## src/tpi_pkg.sv

```systemverilog
// Package of constants and carrier types for the postscaled timer interrupt stage
`default_nettype none

package tpi_pkg;

    // ****************************************************************
    // Postscaler sizing and reset values
    // ****************************************************************
    localparam int unsigned PS_WIDTH    = 4;
    localparam logic [3:0]  COUNT_ZERO  = 4'h0;
    localparam logic [3:0]  COUNT_STEP  = 4'h1;
    localparam logic [3:0]  SELECT_ONE  = 4'h0;

    // ****************************************************************
    // Flag path into the instruction clock domain
    // ****************************************************************
    localparam int unsigned SYNC_STAGES = 2;

    // Period timer control as seen by this stage
    typedef struct packed {
        logic [3:0] postscale_select;
        logic       period_interrupt_enable;
    } tpi_ctrl_t;

endpackage

`default_nettype wire

```

## src/tpi_sync_stage.sv

```systemverilog
// Fixed-depth flip-flop chain that carries the postscaled event toward the flag
`default_nettype none

module tpi_sync_stage #(
    parameter int unsigned STAGES = tpi_pkg::SYNC_STAGES
) (
    input  wire logic i_clock,
    input  wire logic i_rst,
    input  wire logic i_d,
    output var  logic o_q
);

    logic [STAGES-1:0] chain_ff;

    // Only the next stage reads each flop, so a late edge resolves before use
    always_ff @(posedge i_clock or posedge i_rst) begin
        if (i_rst) begin
            chain_ff <= '0;
        end else begin
            chain_ff <= {chain_ff[STAGES-2:0], i_d};
        end
    end

    assign o_q = chain_ff[STAGES-1];

endmodule

`default_nettype wire

```

## src/tpi_postscaler.sv

```systemverilog
// Postscaler counter and interrupt flag stage of an 8-bit period timer
`default_nettype none

module tpi_postscaler #(
    parameter int unsigned PS_BITS = tpi_pkg::PS_WIDTH
) (
    input  wire logic               i_clock,
    input  wire logic               i_rst,
    input  wire logic               i_period_match,
    input  wire tpi_pkg::tpi_ctrl_t i_control,
    input  wire logic               i_flag_clear,
    output var  logic               o_postscaled_event,
    output var  logic               o_timer_interrupt_flag,
    output var  logic               o_interrupt_request,
    output var  logic [PS_BITS-1:0] o_postscale_count
);

    // ****************************************************************
    // Postscaler counter
    // ****************************************************************
    logic [PS_BITS-1:0] count_ff;
    logic [PS_BITS-1:0] nxt_count;
    logic               postscaled_ff;
    logic               nxt_postscaled;
    logic               ratio_hit;

    // Greater-or-equal so a ratio lowered mid-count still fires on the next match
    assign ratio_hit = (count_ff >= PS_BITS'(i_control.postscale_select));

    always_comb begin
        nxt_postscaled = i_period_match && ratio_hit;
        nxt_count      = count_ff;
        if (i_period_match) begin
            if (ratio_hit) begin
                nxt_count = PS_BITS'(tpi_pkg::COUNT_ZERO);
            end else begin
                nxt_count = PS_BITS'(count_ff + PS_BITS'(tpi_pkg::COUNT_STEP));
            end
        end
    end

    always_ff @(posedge i_clock or posedge i_rst) begin
        if (i_rst) begin
            count_ff <= PS_BITS'(tpi_pkg::COUNT_ZERO);
        end else begin
            count_ff <= nxt_count;
        end
    end

    always_ff @(posedge i_clock or posedge i_rst) begin
        if (i_rst) begin
            postscaled_ff <= 1'b0;
        end else begin
            postscaled_ff <= nxt_postscaled;
        end
    end

    // ****************************************************************
    // Flag path into the instruction clock domain
    // ****************************************************************
    logic sync_event;

    // Fed from the next-state term, so the flag lands two edges after the
    // postscaled event; the first stage duplicates postscaled_ff, a flop
    // spent to keep the event output and the flag path independent
    tpi_sync_stage #(
        .STAGES (tpi_pkg::SYNC_STAGES)
    ) u_flag_sync (
        .i_clock (i_clock),
        .i_rst   (i_rst),
        .i_d     (nxt_postscaled),
        .o_q     (sync_event)
    );

    // ****************************************************************
    // Interrupt flag and gated request
    // ****************************************************************
    logic flag_ff;
    logic nxt_flag;
    logic irq_ff;
    logic nxt_irq;

    // A new event in the clearing cycle keeps the flag set
    assign nxt_flag = sync_event || (flag_ff && !i_flag_clear);
    // Enable gates only the request; the flag itself is never masked
    assign nxt_irq  = nxt_flag && i_control.period_interrupt_enable;

    always_ff @(posedge i_clock or posedge i_rst) begin
        if (i_rst) begin
            flag_ff <= 1'b0;
        end else begin
            flag_ff <= nxt_flag;
        end
    end

    always_ff @(posedge i_clock or posedge i_rst) begin
        if (i_rst) begin
            irq_ff <= 1'b0;
        end else begin
            irq_ff <= nxt_irq;
        end
    end

    assign o_postscaled_event     = postscaled_ff;
    assign o_timer_interrupt_flag = flag_ff;
    assign o_interrupt_request    = irq_ff;
    assign o_postscale_count      = count_ff;
endmodule

`default_nettype wire

```

## config.mk

```make
export PLATFORM = sky130hd
export DESIGN_NAME = tpi_postscaler
export DESIGN_NICKNAME = d
export VERILOG_FILES = /design/src/tpi_pkg.sv /design/src/tpi_sync_stage.sv /design/src/tpi_postscaler.sv
export SDC_FILE = /design/constraint.sdc
export NUM_CORES = 1
export LEC_CHECK = 0
export ABC_AREA = 0
export BUFFER_PORTS_ARGS = -buffer_cell sky130_fd_sc_hd__buf_2
export CAP_MARGIN = 25
export CORE_AREA = 2 2 39 41
export DETAILED_ROUTE_END_ITERATION = 12
export DIE_AREA = 0 0 41 43
export GPL_ROUTABILITY_DRIVEN = 0
export SYNTH_ARGS = -nofsm -noshare
export SYNTH_HDL_FRONTEND = slang
export SYNTH_SLANG_ARGS = --single-unit
```

## constraint.sdc

```tcl
create_clock -name i_clock -period 1.49 [get_ports i_clock]
set_input_delay 0.2235 -clock i_clock [delete_from_list [all_inputs] [get_ports i_clock]]
set_output_delay 0.2235 -clock i_clock [all_outputs]
set_load 0.01 [all_outputs]
```

==> key figures, run 1 <==
Outcome
  • Outcome: finished, final reports clean

Floorplanning
  • Effective utilization at floorplan: a little under a third
  • Ports: 16
  • Die Span X: just over 40 microns
  • CORE AREA: roughly 1400 sq um
  • Std cell rows: 14
  • Die area: 1760 sq um
  • Die Y-Extent: about 43 microns

Routing
  • First-pass iteration count of the detailed router: 2
  • Avg Vias per Cell: around 4.6
  • Iteration-0 DRC Markers: 3
  • DRC: 0
  • WL/cell: approximately 11 microns
  • Post-route ant nets: 0
  • Via Count: between 300 and 400
  • Final wirelength: between 800 and 900 microns

Placed design
  • PortBufs: 15
  • DP HPWL: roughly 660 microns
  • Placed Instance Area: 548 sq um

Global routing
  • First-pass GRT wire length: between 1000 and 1500 microns
  • Total GRT Usage: ~12%
  • Pin count of the biggest net entering global routing: 10
  • Initial antenna violation count: 0
  • Vias in the first global route: 354
  • Total grt overflow: 0

Timing
  • Setup TNS: 0 ps
  • Final Slew Violations: 0
  • Crit share post-route: a little over nine tenths
  • Slew margin rel.: approximately four fifths
  • Fmax: approximately 710 MHz
  • Final setup vio count: 0
  • RSZ-0062 raised after global routing: false
  • Worst-margin pin slew: around 320 ps
  • Skew final: approximately 2.3 ps
  • Final worst path period need: roughly 1400 ps
  • Hold Vio Cnt, Final: 0

Pwr
  • Peak VDD IR: approximately 0.48 mV
  • Total power: 1.10 mW
  • Pwr/cell area: 1720 nW/um^2
  • Leak pwr: between 0.3 and 0.4 nW

Clock network
  • Clock transition at path regs: around 60 ps
  • H-tree Lvls: 1
  • CTS root buffer: clkbuf_4
  • CTS tree: done
  • Clock sink total: 8
  • Cts bufs inserted: 3
  • Clock buffer depth: 2
  • Worst-Skew Late Latency: between 200 and 300 ps

Layout
  • Fraction of layout cells with a size suffix above 1: roughly 52%
  • Antenna cells: 0
  • Synth-to-layout area growth: 46.8%
  • Nets: 78
  • Fill count: 140
  • Post-route cell area: between 600 and 700 sq um

Worst hold path
  • HP Class: primary input to register

Logic synthesis
  • Yosys cell types: 20
  • Syn Inst Count: 40
  • Top cells by area, synth: dfrtp_1, ha_1, inv_1
  • Yosys Warn Count: 0
  • Seq/Total Area, Yosys: 46.0%
  • Synth area leader: dfrtp_1
  • #FFs+latches synth: 8
  • Synthesized area: 435 sq um
  • Yosys top cell area share: around 46%
  • Syn nets: between 50 and 60
  • Synthesized area per cell: ~11 sq um

Worst setup path
  • Setup Crit Path Kind: register to register
  • Startpoint types: register
  • Critical path arrival: between 1500 and 2000 ps
  • CP max FO: 6
  • Endpoint class of the critical path: register
  • Worst path required time: approximately 1600 ps

Flow run
  • Max Cap Viol: 0
==> flip-flops by register name, summed over array words and instances, names as in the netlist <==
register,cells
o_postscale_count,4
u_flag_sync.chain_ff,2
o_interrupt_request,1
o_timer_interrupt_flag,1
==> cell usage in the layout (no fill, tap or decap), drive strengths merged, types with 2 or more instances in the layout <==
master,instances
a21o,2
buf,19
and2,2
clkbuf,3
o21ai,4
nand2,2
ha,5
inv,7
dfrtp,8
==> synthesized netlist by cell type <==
master     n
a21o_1     2
a21oi_1    1
and2_1     1
and2_2     1
and3_1     1
clkbuf_2   1
dfrtp_1    8
ha_1       5
inv_1      7
nand2_1    2
nand3b_1   1
nor3_2     1
nor3b_2    1
o2111ai_1  1
o211ai_2   1
o21ai_0    1
o21ai_1    1
o21ai_2    2
o22ai_1    1
o2bb2ai_1  1
==> layer usage <==
layer / up-vias / global-route usage [%] / share of wire, %
met5: - / 0 / 0
li1: 185 / - / -
met2: 7 / 17.5 / 49
met1: 165 / 16.4 / 48
met4: 0 / 8.00 / 0
met3: 0 / 1.57 / 2.9
==> critical path, stage by stage, from the launching register on <==
cell	delay [ps]
dfrtp_1	390
ha_1	320
o211ai_4	100
o21ai_4	240
o21ai_2	70
a21o_1	170
==> metrics by stage <==
| step | hold WS, ps | setup WS (ps) | instances | utilization, % |
|---|---|---|---|---|
| 3_5_place_dp | 186 | 7.18 | 73 | 39.6 |
| 4_1_cts | 174 | 30.5 | 77 | 42.8 |
| 5_1_grt | 173 | 20.1 | 78 | 46.2 |
| 6_report | 178 | 87.2 | 78 | 46.2 |
| 2_1_floorplan | 39.2 | 84.5 | 40 | - |
| 3_3_place_gp | 184 | 35.8 | 73 | 39.6 |
==> area by class of cell <==
| type | count | area [sq um] | share of cell area [%] |
|---|---|---|---|
| Clock buffer | 3 | 22.5 | 3.52 |
| Inverter | 7 | 26.3 | 4.11 |
| Multi-Input combinational cell | 24 | 255 | 39.9 |
| Sequential cell | 8 | 200 | 31.3 |
| Tap cell | 16 | 20.0 | 3.13 |
| Timing Repair Buffer | 20 | 115 | 18.0 |
==> cell families (layout without fill, tap and decap cells) <==
| logic type | count (synthesis) | after routing | synth area share (%) |
|---|---|---|---|
| flops | 8 | 8 | 46.0 |
| compound gates | 11 | 11 | 19.3 |
| fa+ha+maj | 5 | 5 | 14.4 |
| buf+inv | 8 | 30 | 7.18 |
| simple gates | 8 | 8 | 13.2 |
==> final timing paths <==
kind | startpoint | endpoint | slack, ps | cells after the start
max | o_postscale_count[1]$_DFFE_PP0P_ | o_postscale_count[2]$_DFFE_PP0P_ | 90 | 5
min | i_control[0] | o_interrupt_request$_DFF_PP0_ | 180 | 2
max reg2reg | o_postscale_count[1]$_DFFE_PP0P_ | o_postscale_count[2]$_DFFE_PP0P_ | 90 | 5
min reg2reg | u_flag_sync.chain_ff[0]$_DFF_PP0_ | u_flag_sync.chain_ff[1]$_DFF_PP0_ | 390 | 0
max in group asynchronous | i_rst | o_postscale_count[0]$_DFFE_PP0P_ | 790 | 3
min in group asynchronous | i_rst | o_timer_interrupt_flag$_DFF_PP0_ | 460 | 3
==> what timing repair did <==
item,in CTS,in global routing
endpoints found under the setup margin,1,3
setup buffers,0,1
gates resized for setup,2,5
hold endpoints to repair,8,0
pin swaps,0,3
hold buffers,1,0
==> report_power, final <==
| group | switching [mW] | internal, mW | total (mW) |
|---|---|---|---|
| Sequential | 0.0434 | 0.298 | 0.341 |
| Combinational | 0.294 | 0.295 | 0.589 |
| Clock | 0.0743 | 0.0922 | 0.167 |
| Total | 0.411 | 0.685 | 1.10 |
Note: power is estimated with default switching activity, not from simulation.
==> inputs of run 2 (changes only) <==
--- a/config.mk
+++ b/config.mk
@@ -6,11 +6,11 @@
 export NUM_CORES = 1
 export LEC_CHECK = 0
 export ABC_AREA = 0
-export BUFFER_PORTS_ARGS = -buffer_cell sky130_fd_sc_hd__buf_2
 export CAP_MARGIN = 25
 export CORE_AREA = 2 2 39 41
 export DETAILED_ROUTE_END_ITERATION = 12
 export DIE_AREA = 0 0 41 43
+export DONT_BUFFER_PORTS = 1
 export GPL_ROUTABILITY_DRIVEN = 0
 export SYNTH_ARGS = -nofsm -noshare
 export SYNTH_HDL_FRONTEND = slang
==> run 2 against run 1 <==
Via count down 13%. Setup slack worse by 15 ps. Global-route usage decreased by 0.45 points. Cell area shrank 14%. Combinational power is 22% lower. Clock skew hardly changed.
==> key figures, run 2 (synthesis gave the netlist of run 1 again) <==
Global routing
  • Pin count of the biggest net entering global routing: 10
  • Total GRT Usage: 11.8%
  • Total grt overflow: 0
  • Initial antenna violation count: 0
  • First-pass GRT wire length: approximately 1400 microns
  • Vias in the first global route: about 310

Clock network
  • CTS root buffer: clkbuf_4
  • Clock transition at path regs: ~50 ps
  • Worst-Skew Late Latency: 240 ps
  • Clock buffer depth: 2
  • Clock sink total: 8
  • Cts bufs inserted: 3
  • H-tree Lvls: 1
  • Number of setup buffers added after CTS: 0
  • CTS tree: done

Timing
  • Fmax: roughly 710 MHz
  • Crit share post-route: a little over nine tenths
  • Final setup vio count: 0
  • Hold Vio Cnt, Final: 0
  • Slew margin rel.: 79.5%
  • Skew final: around 1.9 ps
  • RSZ-0062 raised after global routing: true
  • Final Slew Violations: 0
  • Worst-margin pin slew: 307 ps
  • Final worst path period need: approximately 1400 ps

Worst setup path
  • Endpoint class of the critical path: register
  • Critical path arrival: ~1600 ps
  • CP endpoint: o_postscale_count[2]$_DFFE_PP0P_
  • Critical R2R Capture: o_postscale_count[2]$_DFFE_PP0P_
  • Start point of the critical path: o_postscale_count[2]$_DFFE_PP0P_
  • Reg2reg start: o_postscale_count[2]$_DFFE_PP0P_
  • Worst path required time: 1620 ps
  • Startpoint types: register
  • CP max FO: 6
  • Setup Crit Path Kind: register to register
  • Setup slack, reg-to-reg: a little over 70 ps
  • Reg2reg path depth: 5

Layout
  • Cell Count, Final, Fillers Out: 63
  • Synth-to-layout area growth: 25.6%
  • Commonest cells after routing, fill and taps aside: dfrtp_1, inv_1, ha_1, buf_4, clkbuf_4
  • Nets: 63
  • Max FFs per register: 4
  • Antenna cells: 0
  • Multi-input logic area: 238 sq um
  • Post-route cell area: 547 sq um
  • FF/Latch Area: 200 sq um
  • Fraction of layout cells with a size suffix above 1: about a third
  • Commonest non-fill, non-tap cell in the layout: dfrtp_1
  • Fill count: ~140

Floorplanning
  • Die Span X: approximately 41 microns
  • Std cell rows: 14
  • CORE AREA: approximately 1400 sq um
  • Die area: between 1500 and 2000 sq um
  • Ports: 16
  • Effective utilization at floorplan: about a third
  • Die Y-Extent: between 40 and 50 microns

Placed design
  • Dpl cells: 59
  • DP HPWL: ~620 microns
  • Placed Instance Area: roughly 480 sq um
  • PortBufs: 0

Flow run
  • Max Cap Viol: 0

Routing
  • WL/cell: about 13 microns
  • DRC: 0
  • Avg Vias per Cell: about 4.9
  • Final wirelength: a little over 800 microns
  • First-pass iteration count of the detailed router: 2
  • Iteration-0 DRC Markers: 1
  • Via Count: 310
  • Post-route ant nets: 0

Pwr
  • Peak VDD IR: around 0.43 mV
  • Pwr/cell area: between 1500 and 2000 nW/um^2
  • Leak pwr: about 0.28 nW

Worst hold path
  • HP Class: primary input to register
  • Hold path cells: 1

Outcome
  • Outcome: finished, final reports clean
run 2: metrics by stage:
stage | util, % | setup slack, ps | hold WS, ps | power (mW) | TNS [ps]
floorplan | - | 84.5 | 39.2 | 0.631 | 0
global placement | 34.7 | 54.0 | 73.1 | 0.751 | 0
detailed placement | 34.7 | 45.2 | 77.9 | 0.763 | 0
CTS | 37.1 | 41.8 | 79.9 | 0.928 | 0
global route | 39.5 | -18.4 | 88.4 | 1.08 | -43.5
finish | 39.5 | 72.4 | 86.3 | 0.971 | 0
run 2: repair_timing:
action | CTS | global route
hold endpoints to repair | 8 | 0
setup endpoints to repair | 0 | 3
resized for setup | 0 | 5
hold buffers | 1 | 0
run 2: layer usage:
layer  part of all wire [%]  track usage [%]
met5                      0                0
met3                    5.8             3.66
met2                     54             16.9
met1                     40             15.3
met4                      0             6.00
run 2: layout make-up:
cell class	instances	share of cell area, %
clock buffer	3	4.12
sequential	8	36.6
inverter	7	4.81
timing repair buffer	5	7.32
tap	16	3.66
multi-input combinational	24	43.5
run 2: how the worst min path moves through the flow:
stage                              start                           endpoint  slack [ps]
after floorplan                    i_rst      o_interrupt_request$_DFF_PP0_          40
after global placement             i_rst  u_flag_sync.chain_ff[1]$_DFF_PP0_          70
after detailed placement           i_rst   o_timer_interrupt_flag$_DFF_PP0_          80
after CTS                 i_period_match   o_postscale_count[0]$_DFFE_PP0P_          80
after global routing      i_period_match   o_postscale_count[0]$_DFFE_PP0P_          90
final                     i_period_match   o_postscale_count[0]$_DFFE_PP0P_          90
run 2: worst max-delay path: stages (launching register included):
cell	delay, ps
dfrtp_1	380
ha_1	290
o211ai_2	130
o21ai_4	260
o21ai_2	70
a21o_1	170
run 2: power by group:
group | total (mW) | internal [mW] | switching (mW) | leakage (nW)
registers | 0.356 | 0.298 | 0.0572 | 0.105
logic | 0.460 | 0.218 | 0.243 | 0.160
clock network | 0.155 | 0.0915 | 0.0638 | 0.0138
total | 0.971 | 0.608 | 0.364 | 0.279
